## src/pkg/sspi_regs.vh

```
// Summary of operation
// - Buffer write during a transfer is ignored and sets sticky write collision flag.
// - Slave byte arriving while buffer unread sets overflow and is discarded.
// - Master mode never sets the receive overflow flag.
// - Port enable hands clock and data pins to the port, else general I/O.
// - Clock idle polarity sets the serial clock idle level.
// - Codes 0000-0011 select master at osc/4, /16, /64 or timer2/2.
// - Code 0100 is slave with select; 0101 slave ignoring select.
// - Eight bits exchanged full duplex through one shift register, MSB first.
// - Completed byte moves to buffer, setting buffer full and interrupt flags.
// - Reading the buffer clears the buffer full flag.
// - Master starts shifting and clocking as soon as the buffer is written.
// - Shift register is reached only through buffer accesses.
// - Drive data on the programmed edge, capture on the opposite; same polarity.
// - Master keeps shifting with its clock pin made an input.
// - Slave shifts on external clock edges, flags interrupt on last bit.
// - Slave keeps working in sleep and can wake the device per byte.
// - Slave with select control drives data out only while select is low.
// - Select returning low resumes the byte at the stopped bit position.
// - Slave with select control freezes its logic while select is high, keeping its bit position.
// - Edge select picks transmit edge, relative to clock idle polarity.
// - Master sample phase picks middle or end sampling; clear in slave.
`ifndef SSPI_REGS_VH
`define SSPI_REGS_VH

// ----------------------------------------
// Register indices (byte address = 4 * index)
// ----------------------------------------
`define SSPI_IDX_IRQ 10'h00c
`define SSPI_IDX_BUF 10'h013
`define SSPI_IDX_CTRL 10'h014
`define SSPI_IDX_STAT 10'h094

// ----------------------------------------
// Reset values and fields
// ----------------------------------------
`define SSPI_CTRL_RST 8'h00
`define SSPI_STAT_RST 8'h00
`define SSPI_CTRL_WRITE_COLLISION_FLAG 7
`define SSPI_CTRL_OV 6
`define SSPI_CTRL_EN 5
`define SSPI_CTRL_CKP 4
`define SSPI_STAT_SMP 7
`define SSPI_STAT_CKE 6
`define SSPI_STAT_BF 0
`define SSPI_IRQ_FLAG 3
`define SSPI_DIR_SCK 3
`define SSPI_DIR_SDO 5

// ----------------------------------------
// Mode codes
// ----------------------------------------
`define SSPI_MODE_M4 4'h0
`define SSPI_MODE_M16 4'h1
`define SSPI_MODE_M64 4'h2
`define SSPI_MODE_MT2 4'h3
`define SSPI_MODE_SLV_SS 4'h4
`define SSPI_MODE_SLV_NOSS 4'h5

// ----------------------------------------
// Timing counts: half periods in clk_sys cycles, then last bit and last edge indices
// ----------------------------------------
`define SSPI_HALF_DIV4 6'h02
`define SSPI_HALF_DIV16 6'h08
`define SSPI_HALF_DIV64 6'h20
`define SSPI_LAST_BIT 3'h7
`define SSPI_LAST_EDGE 4'hf

`endif

```

## src/core/sspi_sync2.v

```verilog
`timescale 1ns/1ns
`default_nettype none
module sspi_sync2 #(
	parameter W = 3
) (
	input wire clk_sys,
	input wire srst,
	input wire [W-1:0] async_in,
	output wire [W-1:0] sync_out
);
	reg [W-1:0] meta_q;
	reg [W-1:0] sync_q;

	always @(posedge clk_sys) begin
		if (srst) begin
			meta_q <= {W{1'b0}};
			sync_q <= {W{1'b0}};
		end else begin
			meta_q <= async_in;
			sync_q <= meta_q;
		end
	end

	assign sync_out = sync_q;
endmodule // sspi_sync2
`default_nettype wire

```

## src/core/sspi_clkgen.v

```verilog
`timescale 1ns/1ns
`default_nettype none
`include "sspi_regs.vh"
module sspi_clkgen (
	input wire clk_sys,
	input wire srst,
	input wire run,
	input wire [1:0] rate,
	input wire timer2_tick,
	output wire tick
);
	reg [5:0] cnt_q;
	reg [5:0] half;
	wire use_t2;
	wire hit;

	// Half period of the bit clock; timer2 ticks halve the timer rate
	always @* begin
		case (rate)
			2'h0: half = `SSPI_HALF_DIV4;
			2'h1: half = `SSPI_HALF_DIV16;
			default: half = `SSPI_HALF_DIV64;
		endcase
	end

	assign use_t2 = (rate == 2'h3);
	assign hit = use_t2 ? timer2_tick : (cnt_q == half - 6'h01);

	always @(posedge clk_sys) begin
		if (srst | ~run | hit) begin
			cnt_q <= 6'h00;
		end else if (~use_t2) begin
			cnt_q <= cnt_q + 6'h01;
		end
	end

	assign tick = run & hit;
endmodule // sspi_clkgen
`default_nettype wire

```

## src/core/sspi_top.v

```verilog
// The APB interface to the registers was chosen for this implementation.
`timescale 1ns/1ns
`default_nettype none
`include "sspi_regs.vh"
module sspi_top (
	input wire clk_sys,
	input wire srst,
	input wire [11:0] paddr,
	input wire psel,
	input wire penable,
	input wire pwrite,
	input wire [31:0] pwdata,
	output reg [31:0] prdata,
	output wire pready,
	output wire pslverr,
	input wire timer2_output,
	input wire [7:0] portc_direction,
	input wire porta_direction_ss,
	input wire sck_in,
	output wire sck_out,
	output wire sck_oe_n,
	input wire serial_data_in,
	output wire serial_data_out,
	output wire sdo_oe_n,
	input wire ss_n_in,
	input wire gpio_sck_out,
	input wire gpio_sck_oe_n,
	input wire gpio_sdo_out,
	input wire gpio_sdo_oe_n,
	output wire port_irq,
	output wire wake_req
);
	// ----------------------------------------
	// Declarations
	// ----------------------------------------
	localparam ST_IDLE = 3'b001;
	localparam ST_RUN = 3'b010;
	localparam ST_LATE = 3'b100;
	localparam [7:0] STAT_RST = `SSPI_STAT_RST;

	reg write_collision_flag_q;
	reg receive_overflow_flag_q;
	reg port_enable_q;
	reg clock_idle_polarity_q;
	reg [3:0] mode_select_q;
	reg input_sample_phase_q;
	reg clock_edge_q;
	reg buffer_full_flag_q;
	reg port_interrupt_flag_q;
	reg [7:0] serial_buffer_q;
	reg [7:0] shift_register_q;
	reg sdo_q;
	reg sck_q;
	reg [2:0] st_q;
	reg [2:0] st_d;
	reg [3:0] edge_q;
	reg [2:0] bit_q;
	reg pend_q;
	reg act_q;
	reg sck_d_q;
	reg wake_q;
	reg [1:0] smp_dly_q;

	wire [2:0] sync_out;
	wire sck_s;
	wire sdi_s;
	wire ss_n_s;
	wire m_tick;

	// ----------------------------------------
	// Address decode
	// ----------------------------------------
	function hit_idx;
		input [11:0] addr;
		input [9:0] idx;
		begin
			hit_idx = (addr[11:2] == idx);
		end
	endfunction

	wire acc = psel & penable;
	wire wr = acc & pwrite;
	wire rd = acc & ~pwrite;
	wire a_irq = hit_idx(paddr, `SSPI_IDX_IRQ);
	wire a_buf = hit_idx(paddr, `SSPI_IDX_BUF);
	wire a_ctrl = hit_idx(paddr, `SSPI_IDX_CTRL);
	wire a_stat = hit_idx(paddr, `SSPI_IDX_STAT);
	wire mapped = a_irq | a_buf | a_ctrl | a_stat;

	assign pready = 1'b1;
	assign pslverr = acc & ~mapped;

	// ----------------------------------------
	// Mode decode
	// ----------------------------------------
	wire mode_ok = (mode_select_q <= `SSPI_MODE_SLV_NOSS);
	wire spi_on = port_enable_q & mode_ok;
	wire is_master = port_enable_q & (mode_select_q <= `SSPI_MODE_MT2);
	wire is_slave = spi_on & ~is_master;
	wire ss_ctl = is_slave & (mode_select_q == `SSPI_MODE_SLV_SS) & porta_direction_ss;
	// Select high freezes the slave: outputs released, position kept
	wire ss_hold = ss_ctl & ss_n_s;
	// Transmit edge direction from edge select and idle polarity
	wire tx_on_rise = clock_edge_q ^ clock_idle_polarity_q;
	// Late sampling is a master-only option
	wire smp_late = is_master & input_sample_phase_q;

	// ----------------------------------------
	// Pin synchronisers and master bit clock
	// ----------------------------------------
	sspi_sync2 #(
		.W(3)
	) u_sync (
		.clk_sys(clk_sys),
		.srst(srst),
		.async_in({sck_in, serial_data_in, ss_n_in}),
		.sync_out(sync_out)
	);

	assign sck_s = sync_out[2];
	assign sdi_s = sync_out[1];
	assign ss_n_s = sync_out[0];

	sspi_clkgen u_clkgen (
		.clk_sys(clk_sys),
		.srst(srst),
		.run(st_q != ST_IDLE),
		.rate(mode_select_q[1:0]),
		.timer2_tick(timer2_output),
		.tick(m_tick)
	);

	// ----------------------------------------
	// Shared edge events
	// ----------------------------------------
	wire m_edge = (st_q == ST_RUN) & m_tick;
	wire s_edge = is_slave & ~ss_hold & (sck_s ^ sck_d_q);
	wire ev = m_edge | s_edge;
	wire ev_rise = is_master ? ~sck_q : sck_s;
	wire ev_tx = ev & (ev_rise == tx_on_rise);
	wire ev_smp = ev & ~ev_tx;
	// A late sample lands on the next half-period boundary
	wire late_go = pend_q & m_tick;
	// Master mid samples wait out the data-in synchroniser, else the fast rate reads the old bit
	wire mid_go = ev_smp & ~smp_late & is_master;
	wire do_shift = (ev_smp & ~smp_late & ~is_master) | smp_dly_q[1] | late_go;
	wire done = do_shift & (bit_q == `SSPI_LAST_BIT);
	wire [7:0] shifted = {shift_register_q[6:0], sdi_s};

	// ----------------------------------------
	// Buffer write acceptance
	// ----------------------------------------
	wire busy = (st_q != ST_IDLE) | (is_slave & act_q);
	wire buf_wr = wr & a_buf;
	wire buf_ok = buf_wr & ~busy;
	wire buf_col = buf_wr & busy;
	wire buf_rd = rd & a_buf;
	wire ovf = done & is_slave & buffer_full_flag_q;

	// ----------------------------------------
	// Master sequencing
	// ----------------------------------------
	always @* begin
		st_d = st_q;
		case (st_q)
			ST_IDLE: begin
				if (buf_ok & is_master) begin
					st_d = ST_RUN;
				end
			end
			ST_RUN: begin
				if (m_edge & (edge_q == `SSPI_LAST_EDGE)) begin
					st_d = (smp_late & ev_smp) ? ST_LATE : ST_IDLE;
				end
			end
			ST_LATE: begin
				if (m_tick) begin
					st_d = ST_IDLE;
				end
			end
			default: begin
				st_d = ST_IDLE;
			end
		endcase
	end

	always @(posedge clk_sys) begin
		if (srst | ~is_master) begin
			st_q <= ST_IDLE;
			edge_q <= 4'h0;
			sck_q <= clock_idle_polarity_q;
		end else begin
			st_q <= st_d;
			if (st_q == ST_IDLE) begin
				edge_q <= 4'h0;
				sck_q <= clock_idle_polarity_q;
			end else if (m_edge) begin
				edge_q <= edge_q + 4'h1;
				sck_q <= ~sck_q;
			end
		end
	end

	// ----------------------------------------
	// Shift engine, both modes
	// ----------------------------------------
	always @(posedge clk_sys) begin
		if (srst) begin
			bit_q <= 3'h0;
			pend_q <= 1'b0;
			act_q <= 1'b0;
			sck_d_q <= 1'b0;
			smp_dly_q <= 2'b00;
		end else begin
			sck_d_q <= sck_s;
			if (~spi_on) begin
				bit_q <= 3'h0;
				pend_q <= 1'b0;
				act_q <= 1'b0;
				smp_dly_q <= 2'b00;
			end else begin
				smp_dly_q <= {smp_dly_q[0], mid_go};
				// Counters survive a select pause so the byte resumes
				if (do_shift) begin
					bit_q <= bit_q + 3'h1;
				end
				if (ev_smp & smp_late) begin
					pend_q <= 1'b1;
				end else if (late_go) begin
					pend_q <= 1'b0;
				end
				if (done) begin
					act_q <= 1'b0;
				end else if (s_edge & (ev_smp | clock_edge_q)) begin
					act_q <= 1'b1;
				end
			end
		end
	end

	always @(posedge clk_sys) begin
		if (srst) begin
			shift_register_q <= 8'h00;
			sdo_q <= 1'b0;
		end else if (buf_ok) begin
			shift_register_q <= pwdata[7:0];
			if (~clock_edge_q) begin
				sdo_q <= pwdata[7];
			end
		end else begin
			if (do_shift) begin
				shift_register_q <= shifted;
			end
			if (ev_tx) begin
				sdo_q <= do_shift ? shift_register_q[6] : shift_register_q[7];
			end
		end
	end

	// ----------------------------------------
	// Serial buffer and flags
	// ----------------------------------------
	always @(posedge clk_sys) begin
		if (srst) begin
			serial_buffer_q <= 8'h00;
			buffer_full_flag_q <= 1'b0;
			port_interrupt_flag_q <= 1'b0;
			wake_q <= 1'b0;
		end else begin
			wake_q <= done & is_slave;
			if (done & ~ovf) begin
				serial_buffer_q <= shifted;
			end else if (buf_ok) begin
				serial_buffer_q <= pwdata[7:0];
			end
			// Set wins over a same-cycle read
			if (done & ~ovf) begin
				buffer_full_flag_q <= 1'b1;
			end else if (buf_rd) begin
				buffer_full_flag_q <= 1'b0;
			end
			if (done) begin
				port_interrupt_flag_q <= 1'b1;
			end else if (wr & a_irq) begin
				port_interrupt_flag_q <= pwdata[`SSPI_IRQ_FLAG];
			end
		end
	end

	// ----------------------------------------
	// Control and status registers
	// ----------------------------------------
	always @(posedge clk_sys) begin
		if (srst) begin
			{write_collision_flag_q, receive_overflow_flag_q, port_enable_q,
				clock_idle_polarity_q, mode_select_q} <= `SSPI_CTRL_RST;
			{input_sample_phase_q, clock_edge_q} <= STAT_RST[`SSPI_STAT_SMP:`SSPI_STAT_CKE];
		end else begin
			if (wr & a_ctrl) begin
				port_enable_q <= pwdata[`SSPI_CTRL_EN];
				clock_idle_polarity_q <= pwdata[`SSPI_CTRL_CKP];
				mode_select_q <= pwdata[3:0];
			end
			// Hardware set wins over a software clear in the same cycle
			if (buf_col) begin
				write_collision_flag_q <= 1'b1;
			end else if (wr & a_ctrl) begin
				write_collision_flag_q <= pwdata[`SSPI_CTRL_WRITE_COLLISION_FLAG];
			end
			if (ovf) begin
				receive_overflow_flag_q <= 1'b1;
			end else if (wr & a_ctrl) begin
				receive_overflow_flag_q <= pwdata[`SSPI_CTRL_OV];
			end
			if (wr & a_stat) begin
				input_sample_phase_q <= pwdata[`SSPI_STAT_SMP];
				clock_edge_q <= pwdata[`SSPI_STAT_CKE];
			end
		end
	end

	// ----------------------------------------
	// Read mux
	// ----------------------------------------
	always @* begin
		prdata = 32'h00000000;
		if (a_ctrl) begin
			prdata[7:0] = {write_collision_flag_q, receive_overflow_flag_q, port_enable_q,
				clock_idle_polarity_q, mode_select_q};
		end else if (a_stat) begin
			prdata[7:0] = {input_sample_phase_q, clock_edge_q, 5'h00, buffer_full_flag_q};
		end else if (a_buf) begin
			prdata[7:0] = serial_buffer_q;
		end else if (a_irq) begin
			prdata[`SSPI_IRQ_FLAG] = port_interrupt_flag_q;
		end
	end

	// ----------------------------------------
	// Pin muxing
	// ----------------------------------------
	// Enabled with a foreign mode code floats both pins rather than guess
	wire sck_drv = is_master & ~portc_direction[`SSPI_DIR_SCK];
	wire sdo_drv = ~portc_direction[`SSPI_DIR_SDO] & (is_master | (is_slave & ~ss_hold));

	assign sck_out = port_enable_q ? sck_q : gpio_sck_out;
	assign sck_oe_n = port_enable_q ? ~(spi_on & sck_drv) : gpio_sck_oe_n;
	assign serial_data_out = port_enable_q ? sdo_q : gpio_sdo_out;
	assign sdo_oe_n = port_enable_q ? ~(spi_on & sdo_drv) : gpio_sdo_oe_n;
	assign port_irq = port_interrupt_flag_q;
	assign wake_req = wake_q;
endmodule // sspi_top
`default_nettype wire

```

## config.mk

```make
export PLATFORM = sky130hd
export DESIGN_NAME = sspi_top
export DESIGN_NICKNAME = d
export VERILOG_FILES = /design/src/core/sspi_sync2.v /design/src/core/sspi_clkgen.v /design/src/core/sspi_top.v
export VERILOG_INCLUDE_DIRS = /design/src /design/src/pkg
export SDC_FILE = /design/constraint.sdc
export NUM_CORES = 1
export LEC_CHECK = 0
export ABC_AREA = 1
export BUFFER_PORTS_ARGS = -buffer_cell sky130_fd_sc_hd__buf_2
export CAP_MARGIN = 20
export CELL_PAD_IN_SITES_DETAIL_PLACEMENT = 1
export CELL_PAD_IN_SITES_GLOBAL_PLACEMENT = 1
export CORE_AREA = 2 2 104 106
export DETAILED_ROUTE_END_ITERATION = 16
export DIE_AREA = 0 0 106 108
export GPL_TIMING_DRIVEN = 0
export PLACE_DENSITY_LB_ADDON = 0.15
export SYNTH_ARGS = -nofsm -noshare
export SYNTH_HDL_FRONTEND = slang
export SYNTH_SLANG_ARGS = --single-unit
```

## constraint.sdc

```tcl
create_clock -name clk_sys -period 2.04 [get_ports clk_sys]
set_clock_uncertainty 0.1 [all_clocks]
set_input_delay 0.204 -clock clk_sys [delete_from_list [all_inputs] [get_ports clk_sys]]
set_output_delay 0.204 -clock clk_sys [all_outputs]
set_load 0.01 [all_outputs]
```

# ---- Yosys cells after proc, flatten, opt, wreduce, memory -nomap -nowiden
# Index checks and enable logic that the tools add are counted.
dict set report totals {
  wordCells 173
  inputBits 66
  register_bits 58
}
dict set report op_classes {
  magnitude_cmp 2
  bitwise 70
  addsub 4
  reduce_logical 15
  mux 39
  n_eq_ne 19
}
# operator n
set ops {}
lappend ops {{8-bit 2-to-1 mux} 6}
lappend ops {{1-bit bitwise AND} 41}
lappend ops {{1-bit 2-to-1 mux} 25}
lappend ops {{10-bit by 5-bit equality test with 1-bit output (second input constant)} 2}
lappend ops {{2-bit nonzero test} 8}
lappend ops {{3-bit 2-to-1 mux} 5}
lappend ops {{1-bit inverter} 15}
lappend ops {{1-bit bitwise OR} 12}
lappend ops {{6-bit case mux with 2 select lines} 1}
lappend ops {{10-bit by 4-bit equality test with 1-bit output (second input constant)} 1}
lappend ops {{10-bit by 8-bit equality test with 1-bit output (second input constant)} 1}
lappend ops {{3-bit case mux with 3 select lines} 1}
lappend ops {{6-bit by 1-bit adder with 6-bit output (second input constant)} 1}
lappend ops {{3-bit equality test (second input constant)} 2}
lappend ops {{6-bit equality test} 1}
lappend ops {{2-bit inequality test (second input constant)} 3}
lappend ops {{6-bit by 1-bit subtractor with 6-bit output (second input constant)} 1}
lappend ops {{4-bit by 1-bit adder with 4-bit output (second input constant)} 1}
lappend ops {{4-bit by 3-bit equality test with 1-bit output (second input constant)} 1}
lappend ops {{4-bit equality test (second input constant)} 1}
lappend ops {{4-bit by 2-bit less-or-equal comparator with 1-bit output (second input constant)} 1}
lappend ops {{4-bit by 3-bit less-or-equal comparator with 1-bit output (second input constant)} 1}
lappend ops {{4-bit 2-to-1 mux} 1}
lappend ops {{2-bit OR reduction} 2}
lappend ops {{other kinds (14)} 15}

# ---- Logic depth before layout (Yosys ltp)
# Gate-level depths: netlist of run 1.
dict set report depth {
  depth_word 24
  depth_mapped 19
  ltp_nobuf 19
}

# ---- Cells and area by module
# A second synthesis of run 1 with hierarchy kept.
dict set report unflattened {
  cells_unflattened 474
  area_unflattened_um2 3290.7
}
# module n_inst area_per_inst_um2 cells_each seq_area_each_um2
set by_module_without_submodules {}
lappend by_module_without_submodules {sspi_top 1 2762.6 402 930.9}
lappend by_module_without_submodules {sspi_clkgen 1 362.8 54 120.1}
lappend by_module_without_submodules {sspi_sync2 1 165.2 18 120.1}

# ---- Least setup slack after synthesis of run 1
# No wires, ideal clock.
dict set report synth_timing {
  path_kind {register -> register}
  start {register mode_select_q[1]}
  end {register serial_buffer_q[6]}
  path_stages_with_launch 19
  t_arrival_ns 2.015
  setup_slack_ns -0.205
  period_less_slack_ns 2.245
  path_buffers 1
  path_cell_list {dfxtp_1 nor2_4 clkinv_2 ha_1 nand2_1 inv_1 nor2_1 nand2_1 nor2_2 nand2_2 nand2_4 nand2_4 nand2_4 nand3_2 nand2_4 o211ai_4 buf_6 nand3_1 a21oi_2}
}
dict set report synth_via {
  elab_chain_len 24
  word_cells_on_any_way 46
}
# element line
set synth_lines {}
lappend synth_lines {{start, declared} sspi_top.v:45} ;# reg [3:0] mode_select_q;
lappend synth_lines {{start signal, assigned} sspi_top.v:296} ;# clock_idle_polarity_q, mode_select_q} <= `SSPI_CTRL_RST;
lappend synth_lines {{start signal, assigned} sspi_top.v:302} ;# mode_select_q <= pwdata[3:0];
lappend synth_lines {{parallel branches: the longest is 24 deep, another holds 6-bit by 1-bit subtractor with 6-bit output} -}
lappend synth_lines {{end signal, assigned} sspi_top.v:272} ;# serial_buffer_q <= shifted;
lappend synth_lines {{end signal, assigned} sspi_top.v:274} ;# serial_buffer_q <= pwdata[7:0];
lappend synth_lines {{end, declared} sspi_top.v:50} ;# reg [7:0] serial_buffer_q;
# Several ways; the timed one is not identified.
# A chain may end at the register's enable or synchronous reset.

# ---- Final worst setup path of run 1
# Same ends and word-level chain as after synthesis.

==> out/qor.csv, run 1 <==
metric,value,unit
Max Fclk,414,MHz
Async SR Flop Fraction,0,%
die height,108,µm
Vias per Instance,4.64,
final hold viol count,0,
routed via count,3241,
largest net degree at the start of global routing,11,
WHS,0.0664,ns
post-DP HPWL,7.44,mm
Inst Count DP,657,
GPL Wtd Cong,0.818,
total congestion overflow,0,
max_slew headroom,39.0,%
max-cap viol count,0,
"most common cell after layout, fill and taps aside",nand2_1,
core area,10200,µm²
Yosys reg bits,58,
CTS root buf,clkbuf_8,
Clock Tree Buf Depth,2,
ys flop type,dfxtp_1,
Layout area overhead,39.9,%
1st-iter DRT viols,83,
Seq. cell area,1180,µm²
CP required,2.22,ns
# setup viols final,33,
Mapped Area,3250,µm²
CP arrival,2.59,ns
synthesized area per cell,7.20,µm²
initial antenna violation count,0,
failing checks,negative setup slack,
crit path max fanout,7,
sequential element share of the synthesized area,36.0,%
RSZ-0062 raised after global routing,yes,
die area,11400,µm²
Pleak,0.00187,µW
"Core Util, Final",44.4,%
Antenna Nets Post-Route,0,
Num CTS Buffers,9,
IO Pins,106,
clock slew at reported path FFs,0.07,ns
DRC violations left,0,
minimum clock period after layout,2.41,ns
Yosys cell types,46,
Crit Path Class,reg -> reg,
status,"complete, but fails checks",
wire per inst,14.5,µm
area of the multi-input gates,1950,µm²
max-slew violation count,0,
Worst Setup SP,mode_select_q[1]$_SDFFE_PP0P_,
"reg-to-reg slack, setup",-0.37,ns
row count,37,
PnR worst setup slack,-0.374,ns
first-pass GRT wire length,15.9,mm
PwrDens,511,nW/µm²
Filler Cell Count,1290,
number of flops mapped to enable cells by yosys,1,
share of layout cells above drive strength 1,38.5,%
"non-filler cells, final",699,
CP Capture Type,flip-flop,
port buffer count,47,
# nets final,630,
Hold Path Class,in -> reg,
Worst Tran Pin Value,0.908,ns
ANT cells,0,
clk_lat worst skew,0.35,ns
CP Launch Type,flip-flop,
DR pass1 iterations,4,
die width,106,µm
drt total wl,10.2,mm
H-tree levels,3,
Reg-to-Reg Start,mode_select_q[1]$_SDFFE_PP0P_,
CTS tree,yes,
vias in the first global route,3303,
hold_sp,pwdata[7],
Clock Sinks,58,
Final Cycle Share,118,%
most frequent cells in the layout,"nand2_1 (62), inv_1 (56), dfxtp_1 (54)",
initial core utilization,31.8,%
total power,2330,µW
synth warn,0,
gr usage total,18.0,%
Worst VDD drop,0.345,mV
synthesized instance count,451,
## worst max-delay path, cell delays in order (launching register included)
cell	delay [ns]
dfxtp_4	0.36
nor2_4	0.14
clkinv_4	0.08
ha_4	0.29
nor2_4	0.03
nor2_2	0.10
nand2_1	0.06
nor2_2	0.10
nand2_2	0.09
nand2_4	0.10
nand2_8	0.07
nand2_4	0.11
nand3_4	0.09
nand2_8	0.11
o211ai_4	0.13
buf_6	0.18
nand2_2	0.06
nand2_2	0.05
a21oi_2	0.10
## through the flow
| step | cell area, µm² | TNS, ns | setup slack [ns] |
|---|---|---|---|
| 2_1_floorplan | 3350 | -2.14 | -0.154 |
| 3_3_place_gp | 3760 | -10.29 | -0.449 |
| 3_5_place_dp | 3760 | -11.76 | -0.482 |
| 4_1_cts | 4120 | -8.61 | -0.344 |
| 5_1_grt | 4550 | -16.33 | -0.556 |
| 6_report | 4550 | -10.15 | -0.374 |
## kinds of logic after synthesis
kind of cell             share of synthesized area (%)
XOR/XNOR                                          2.12
other                                            0.231
AO/OA/AOI/OAI                                     16.3
multiplexers                                     0.308
adder cells (fa/ha/maj)                           2.31
buffers and inverters                             15.9
AND/OR/NAND/NOR                                   26.8
flip-flops                                        36.0
## area by class of cell
type	instances	area share, %
Timing Repair inverter	1	0.110
Inverter	69	6.05
Clock buffer	12	3.63
Sequential cell	58	25.9
Timing Repair Buffer	72	11.1
Multi-Input combinational cell	310	42.9
Tap cell	136	3.74
Buffer	37	5.94
Clock inverter	4	0.550
## sequential cells by signal, indices dropped and copies added (netlist names), 2 cells and up
| name | flops |
|---|---|
| serial_buffer_q | 8 |
| shift_register_q | 8 |
| u_sync.sync_out | 3 |
| mode_select_q | 4 |
| edge_q | 4 |
| smp_dly_q | 2 |
| u_clkgen.cnt_q | 6 |
| st_q | 3 |
| u_sync.meta_q | 3 |
| bit_q | 3 |
## metal layers
| metal | routed length [µm] | GRT usage (%) | up-vias | part of all wire (%) |
|---|---|---|---|---|
| met4 | 157 | 6.20 | 0 | 1.5 |
| li1 | - | - | 1640 | - |
| met5 | 0 | 0 | - | 0 |
| met1 | 4570 | 22.2 | 1509 | 45 |
| met2 | 4870 | 30.6 | 79 | 48 |
| met3 | 552 | 4.52 | 13 | 5.4 |
## repair_timing
item | in CTS | in global routing
buffers inserted | 9 | 12
endpoints found under the setup margin | 37 | 50
endpoints found under the hold margin | 3 | 0
pin swaps | 6 | 17
cloned | 1 | 2
hold buffers | 3 | 0
gates resized for setup | 19 | 86
## cells in the mapped netlist (all sizes together) (7+ instances only)
cell     instances  share of area (%)
o21ai           22                3.6
a31oi            8                1.5
nand3           34                5.8
a21oi           32                5.3
dfxtp           57                 35
buf             32                7.3
inv             66                7.6
nor2            49                6.4
o2111ai          8                2.2
nand2           85                 11
nor3             7                1.2
## worst paths after layout
kind / endpoint / cells past startpoint
worst min register to register: u_sync.sync_out[1]$_SDFF_PP0_ / 2
worst min-delay path: write_collision_flag_q$_SDFFE_PP0P_ / 3
worst max-delay path: serial_buffer_q[6]$_SDFFE_PP0P_ / 18
worst max register to register: serial_buffer_q[6]$_SDFFE_PP0P_ / 18
## where the power goes
group / internal [µW] / switching [µW] / total [µW] / leakage, µW
Clock: 536 / 489 / 1020 / 0.0000944
Combinational: 73.2 / 86.3 / 159 / 0.00130
Sequential: 1140 / 2.40 / 1140 / 0.000474
No activity file was read; power rests on OpenSTA's default activity.
==> run 2: changes to the inputs <==
--- a/config.mk
+++ b/config.mk
@@ -11,9 +11,9 @@
 export CAP_MARGIN = 20
 export CELL_PAD_IN_SITES_DETAIL_PLACEMENT = 1
 export CELL_PAD_IN_SITES_GLOBAL_PLACEMENT = 1
-export CORE_AREA = 2 2 104 106
+export CORE_AREA = 2 2 116 96
 export DETAILED_ROUTE_END_ITERATION = 16
-export DIE_AREA = 0 0 106 108
+export DIE_AREA = 0 0 118 98
 export GPL_TIMING_DRIVEN = 0
 export PLACE_DENSITY_LB_ADDON = 0.15
 export SYNTH_ARGS = -nofsm -noshare
==> run 2 against run 1 <==
The run still ends with negative setup slack left. Routed wire length rose by 4.1%. Power rose by 27%. Clock power rose by 61%. Cell area fell by 2.8%. Sequential share of layout area rose by 0.80 points. Global-route usage rose by 0.56 points. Die area rose by 1.0%. Clock-buffer cell count fell by 1. Non-clock buffer count fell by 6. Worst hold slack improved by 0.028 ns.
==> out/qor.csv, run 2 (synthesis gave the netlist of run 1 again) <==
metric,value,unit,change
Clock Sinks,58,,unchanged
CP arrival,2.48,ns,-0.11 ns
minimum clock period after layout,2.39,ns,-0.0226 ns
sw frac,21.5,%,-3.3 points
largest net degree at the start of global routing,11,,unchanged
switching pwr,634,µW,+9.7%
post-DP HPWL,7.56,mm,+1.6%
CP Capture Type,flip-flop,,
"Core Util, Final",42.1,%,-2.4 points
IO Pins,106,,unchanged
Worst VDD drop,0.296,mV,-14%
Final Cycle Share,117,%,-1.1 points
DRC violations left,0,,unchanged
die area,11600,µm²,+1.0%
share of layout cells above drive strength 1,30.7,%,-7.8 points
clock slew at reported path FFs,0.05,ns,-0.02 ns
Largest regs,"serial_buffer_q (8), shift_register_q (8), u_clkgen.cnt_q (6)",,
drt total wl,10.6,mm,+4.1%
internal power,2310,µW,+32%
failing checks,negative setup slack,,
Antenna Nets Post-Route,0,,unchanged
# nets final,624,,-0.95%
CP required,2.13,ns,-0.09 ns
clk_lat worst skew,0.33,ns,-0.02 ns
Worst R2R End,serial_buffer_q[5]$_SDFFE_PP0P_,,
initial core utilization,30.9,%,-0.84 points
max-slew violation count,0,,unchanged
total congestion overflow,0,,unchanged
wire per inst,15.1,µm,+3.8%
Crit Path Class,reg -> reg,,
WHS,0.0941,ns,+0.0277 ns
max_slew headroom,34.8,%,-4.2 points
Reg-to-Reg Start,mode_select_q[0]$_SDFFE_PP0P_,,
H-tree levels,3,,unchanged
hold depth,3,,unchanged
DR pass1 iterations,4,,unchanged
Clock Tree Buf Depth,2,,unchanged
Seq pwr share,38.8,%,-10 points
Hold EP,port_enable_q$_SDFFE_PP0P_,,
port buffer count,47,,unchanged
Num CTS Buffers,9,,unchanged
core area,10500,µm²,+2.7%
max-cap viol count,0,,unchanged
final hold viol count,0,,unchanged
GPL Wtd Cong,0.792,,-3.2%
Pleak,0.00185,µW,-0.83%
status,"complete, but fails checks",,
Clock power frac,55.6,%,+12 points
crit path max fanout,6,,-1
CP Launch Type,flip-flop,,
Layout area overhead,36.0,%,
most frequent cells in the layout,"nand2_1 (71), inv_1 (57), dfxtp_1 (54)",,
"reg-to-reg slack, setup",-0.35,ns,+0.02 ns
initial antenna violation count,0,,unchanged
1st-iter DRT viols,150,,+81%
# setup viols final,33,,unchanged
row count,34,,-8.1%
CTS root buf,clkbuf_16,,
Placed Area,3770,µm²,+0.27%
ANT cells,0,,unchanged
die width,118,µm,+11%
Logic pwr share,5.6,%,-1.3 points
gr usage total,18.5,%,+0.56 points
die height,98,µm,-9.3%
CTS tree,yes,,
R2R cell count,17,,-1
RSZ-0062 raised after global routing,yes,,
design area,4420,µm²,-2.8%
Hold Path Class,in -> reg,,
PnR worst setup slack,-0.352,ns,+0.0226 ns
first-pass GRT wire length,16.8,mm,+5.8%
Max Fclk,418,MHz,+0.95%
Vias per Instance,4.63,,-0.22%
hold_sp,pwdata[5],,
PwrDens,667,nW/µm²,+30%
vias in the first global route,3327,,+0.73%
routed via count,3243,,+0.062%
Worst Tran Pin Value,0.971,ns,+0.0621 ns
"most common cell after layout, fill and taps aside",nand2_1,,
==> run 2: changes by cell type in the layout (fill, tap and decap cells not counted), sizes merged <==
cell and delta:
buf -5, bufinv +2, clkbuf -2, clkinvlp -3, inv +2
==> run 2: cell type report <==
cell class / count / area [µm²]
clock buffer: 11 / 243
buffer: 37 / 267
sequential: 58 / 1180
tap: 144 / 180
timing repair buffer: 66 / 400
clock inverter: 5 / 77.6
fill: 1336 / 6090
multi-input combinational: 310 / 1800
inverter: 69 / 268
timing repair inverter: 1 / 5.00
==> run 2: per-stage QoR <==
step / std cells / setup WS [ns] / power, µW / setup TNS, ns
2_1_floorplan: 474 / -0.154 / 1260 / -2.14
3_3_place_gp: 665 / -0.463 / 1320 / -10.57
3_5_place_dp: 665 / -0.505 / 1320 / -11.78
4_1_cts: 693 / -0.348 / 2960 / -7.97
5_1_grt: 701 / -0.534 / 3050 / -14.44
6_report: 701 / -0.352 / 2950 / -8.32
==> run 2: power groups by stage <==
stage	registers (µW)	clock network [µW]	logic (µW)
detailed placement	1170	0	148
floorplan	1170	0	92.4
finish	1140	1640	164
CTS	1140	1660	154
global placement	1170	0	147
global route	1140	1720	182
==> run 2: metal layers <==
metal	up-vias	routed length, µm	GRT usage, %
met4	0	114	4.36
met1	1532	5180	24.6
met2	74	4820	29.9
met5	-	0	0
li1	1628	-	-
met3	9	462	5.37
==> run 2: worst max path at each step <==
stage                                      endpoint                           from  cells after the start
finish              serial_buffer_q[5]$_SDFFE_PP0P_  mode_select_q[0]$_SDFFE_PP0P_                     17
global route        serial_buffer_q[3]$_SDFFE_PP0P_  mode_select_q[0]$_SDFFE_PP0P_                     17
CTS                 serial_buffer_q[6]$_SDFFE_PP0P_  mode_select_q[1]$_SDFFE_PP0P_                     17
detailed placement  serial_buffer_q[6]$_SDFFE_PP0P_  mode_select_q[1]$_SDFFE_PP0P_                     18
global placement    serial_buffer_q[6]$_SDFFE_PP0P_  mode_select_q[1]$_SDFFE_PP0P_                     18
floorplan           serial_buffer_q[6]$_SDFFE_PP0P_  mode_select_q[0]$_SDFFE_PP0P_                     17
==> run 2: worst max-delay path, cell delays in order, from the launching register on <==
cell and delay [ns]:
dfxtp_4 0.36, nor2_4 0.13, inv_4 0.05, ha_4 0.26, nor2_1 0.03, nor2_1 0.10
nand2_1 0.07, nor2_2 0.10, nand2_2 0.09, nand2_4 0.12, nand2_8 0.07, nand2_4 0.12
nand3_4 0.09, nand2_8 0.12, o211ai_4 0.13, buf_6 0.18, nand3_1 0.08, a21oi_2 0.06
==> run 2: repair_timing <==
item | CTS | global route
pin swaps | 4 | 20
hold buffers | 3 | 0
buffers inserted | 7 | 7
cloned | 2 | 1
resized for setup | 17 | 41
endpoints found under the hold margin | 3 | 0
endpoints found under the setup margin | 37 | 44
==> run 3: changes to the inputs <==
--- a/config.mk
+++ b/config.mk
@@ -6,14 +6,13 @@
 export SDC_FILE = /design/constraint.sdc
 export NUM_CORES = 1
 export LEC_CHECK = 0
-export ABC_AREA = 1
 export BUFFER_PORTS_ARGS = -buffer_cell sky130_fd_sc_hd__buf_2
 export CAP_MARGIN = 20
 export CELL_PAD_IN_SITES_DETAIL_PLACEMENT = 1
 export CELL_PAD_IN_SITES_GLOBAL_PLACEMENT = 1
-export CORE_AREA = 2 2 116 96
+export CORE_AREA = 2 2 113 93
 export DETAILED_ROUTE_END_ITERATION = 16
-export DIE_AREA = 0 0 118 98
+export DIE_AREA = 0 0 115 95
 export GPL_TIMING_DRIVEN = 0
 export PLACE_DENSITY_LB_ADDON = 0.15
 export SYNTH_ARGS = -nofsm -noshare
==> run 3 against run 2 <==
The flow still finishes with violations (negative setup slack). Critical path depth decreased by 5. Critical path type unchanged. Final cell count down 13%. Worst hold slack got worse by 0.035 ns. Die area down 5.5%. Largest power group unchanged. First-iteration DRC count fell by 32%. Synthesized cell count is 19% lower. Maximum frequency down 16%. Setup slack got worse by 0.46 ns. Register-to-register slack lost 0.46 ns. Combinational power up 7%. Cell area is 8.2% higher. Synthesized area is 2.2% lower.
==> out/qor.csv, run 3 <==
metric,value,unit,change
status,"complete, but fails checks",,
failing checks,negative setup slack,,
# setup viols final,42,,+27%
"non-filler cells, final",607,,-13%
ys flop type,dfxtp_1,,
largest net degree at the start of global routing,11,,unchanged
# nets final,552,,-12%
most frequent cell after synthesis,dfxtp_1,,
CP required,2.11,ns,-0.02 ns
most frequent cells in the layout,"dfxtp_1 (56), buf_4 (48), buf_2 (47)",,
core area,9910,µm²,-5.7%
CTS root buf,clkbuf_16,,
Max Used Layer,met4,,
DR pass1 iterations,4,,unchanged
Antenna Nets Post-Route,0,,unchanged
internal power,2430,µW,+5.1%
Clock Tree Buf Depth,2,,unchanged
crit path max fanout,7,,+1
total power,3080,µW,+4.5%
Yosys cell types,60,,+30%
synth warn,0,,unchanged
port buffer count,47,,unchanged
adder-cell share of the synthesized area,2.36,%,+0.053 points
hold depth,3,,unchanged
Clock Sinks,58,,unchanged
CP Capture Type,flip-flop,,
post-synthesis xor/xnor area fraction,3.86,%,+1.7 points
synthesized instance count,364,,-19%
wl on met1,5.01,mm,-3.3%
Final Cycle Share,140,%,+22 points
die height,95,µm,-3.1%
top post-synthesis cells by count,"dfxtp_1 (57), nand2_1 (40), nor2_1 (38)",,
wire per inst,17.6,µm,+17%
initial core utilization,32.1,%,+1.1 points
1st-iter DRT viols,102,,-32%
share of layout cells above drive strength 1,41.9,%,+11 points
Seq pwr share,37.2,%,-1.6 points
Yosys reg bits,58,,unchanged
Logic pwr share,5.7,%,about the same
Crit Path Class,reg -> reg,,
final hold viol count,0,,unchanged
ANT cells,0,,unchanged
post-synthesis compound-gate area fraction,16.4,%,+0.14 points
DRC violations left,0,,unchanged
CP Launch Type,flip-flop,,
Max Fclk,351,MHz,-16%
routed via count,3011,,-7.2%
Worst Tran Pin Value,0.921,ns,-0.0495 ns
PwrDens,644,nW/µm²,-3.3%
"most common cell after layout, fill and taps aside",dfxtp_1,,
die area,10900,µm²,-5.5%
synthesized area per cell,8.73,µm²,+21%
Hold EP,mode_select_q[2]$_SDFFE_PP0P_,,
max-cap viol count,0,,unchanged
pre-CTS setup slack,-0.996,ns,-0.490 ns
Num CTS Buffers,9,,unchanged
gr usage total,20.5,%,+2.0 points
largest family of logic cells by synthesized area,simple AND/OR/NAND/NOR gates,,
PnR worst setup slack,-0.810,ns,-0.458 ns
switching pwr,649,µW,+2.3%
drt total wl,10.7,mm,+0.88%
CP arrival,2.92,ns,+0.44 ns
Simple-Gate Fraction of Synth Area,24.0,%,-2.8 points
minimum clock period after layout,2.85,ns,+0.458 ns
Largest regs,"serial_buffer_q (8), shift_register_q (8), u_clkgen.cnt_q (6)",,
max-slew violation count,0,,unchanged
RSZ-0062 raised after global routing,yes,,
Hold Path Class,in -> reg,,
Layout area overhead,50.5,%,
Vias per Instance,4.96,,+7.2%
sequential element share of the synthesized area,36.9,%,+0.82 points
total congestion overflow,0,,unchanged
Inst Count DP,556,,-16%
sw frac,21.1,%,-0.45 points
max_slew headroom,38.6,%,+3.8 points
vias in the first global route,3082,,-7.4%
met2 wire length,5.14,mm,+6.8%
CTS tree,yes,,
Worst VDD drop,0.320,mV,+8.2%
Synth top area share,35.9,%,+0.80 points
largest area contributor in the netlist,dfxtp_1,,
wire length on met3,403,µm,-13%
hold_sp,pwdata[2],,
clk_lat worst skew,0.33,ns,about the same
post-DP HPWL,6.88,mm,-9.0%
die width,115,µm,-2.5%
Mapped Area,3180,µm²,-2.2%
IO Pins,106,,unchanged
H-tree levels,3,,unchanged
Worst R2R End,serial_buffer_q[3]$_SDFFE_PP0P_,,
initial antenna violation count,0,,unchanged
first-pass GRT wire length,16.9,mm,about the same
"reg-to-reg slack, setup",-0.81,ns,-0.46 ns
Worst Setup SP,mode_select_q[0]$_SDFFE_PP0P_,,
post-synthesis mux area share,6.07,%,+5.8 points
Async SR Flop Fraction,0,%,unchanged
GPL Wtd Cong,0.777,,-1.8%
dominant cells by area after synthesis,"dfxtp_1 (36%), buf_4 (6.1%), mux2i_1 (5.4%)",,
Reg-to-Reg Start,mode_select_q[0]$_SDFFE_PP0P_,,
R2R cell count,12,,-5
Clock power frac,57.1,%,+1.5 points
number of flops mapped to enable cells by yosys,1,,unchanged
clock slew at reported path FFs,0.05,ns,about the same
Pleak,0.00192,µW,+4.0%
row count,33,,-2.9%
-- run 3: logic make-up (layout without fill, tap and decap cells) --
group / count (synthesis) / count (layout)
multiplexers: 19 / 19
AND/OR/NAND/NOR: 148 / 148
adder cells (fa/ha/maj): 6 / 6
buffers and inverters: 52 / 150
XOR/XNOR: 14 / 14
AO/OA/AOI/OAI: 65 / 65
flip-flops: 58 / 58
other: 2 / 25
-- run 3: cell type report --
type	instances	area [µm²]
tap	122	153
clock inverter	4	70.1
clock buffer	12	278
multi-input combinational	277	2120
buffer	42	322
sequential	58	1170
fill	1136	5130
inverter	7	26.3
timing repair buffer	85	636
-- run 3: worst max path at each step --
| stage | to | slack (ns) | cells past startpoint |
|---|---|---|---|
| detailed placement | wake_req$_SDFF_PP0_ | -1.0 | 11 |
| global route | serial_buffer_q[4]$_SDFFE_PP0P_ | -0.91 | 11 |
| finish | serial_buffer_q[3]$_SDFFE_PP0P_ | -0.81 | 12 |
| CTS | serial_buffer_q[4]$_SDFFE_PP0P_ | -0.88 | 12 |
| global placement | wake_req$_SDFF_PP0_ | -0.96 | 11 |
| floorplan | serial_buffer_q[6]$_SDFFE_PP0P_ | -0.64 | 12 |
-- run 3: power groups by stage --
stage / logic [µW] / registers [µW] / clock network [µW]
floorplan: 95.2 / 1170 / 0
global placement: 154 / 1170 / 0
detailed placement: 155 / 1170 / 0
CTS: 166 / 1150 / 1770
global route: 190 / 1150 / 1820
finish: 175 / 1150 / 1760
-- run 3: metrics by stage --
step | util [%] | area, µm² | TNS, ns | hold slack (ns)
after CTS | 46.6 | 4620 | -25.39 | 0.0450
after detailed placement | 37.5 | 3720 | -36.66 | 0.319
after floorplan | - | 3330 | -15.11 | 0.232
after global placement | 37.5 | 3720 | -34.66 | 0.315
after global routing | 48.2 | 4780 | -27.85 | 0.0737
final | 48.2 | 4780 | -23.84 | 0.0590
-- run 3: critical path, cell delays in order, from the launching register on --
cell,delay (ns)
dfxtp_2,0.34
or2_4,0.27
ha_4,0.26
xor2_1,0.16
o2111ai_2,0.15
buf_4,0.18
o31ai_4,0.30
a31oi_4,0.15
a221o_1,0.34
buf_6,0.15
buf_12,0.15
nor2_4,0.09
a311oi_2,0.05
-- run 3: routing by layer --
layer | GRT usage (%) | up-vias
met3 | 4.75 | 11
met4 | 5.12 | 0
met2 | 33.7 | 65
met5 | 0 | -
met1 | 27.3 | 1462
li1 | - | 1473
-- run 3: what timing repair did --
item,in CTS,in global routing
gates resized for setup,58,27
endpoints found under the hold margin,3,0
endpoints found under the setup margin,57,52
gates cloned,2,0
pin swaps,18,25
hold buffers,3,0
buffers inserted,23,12
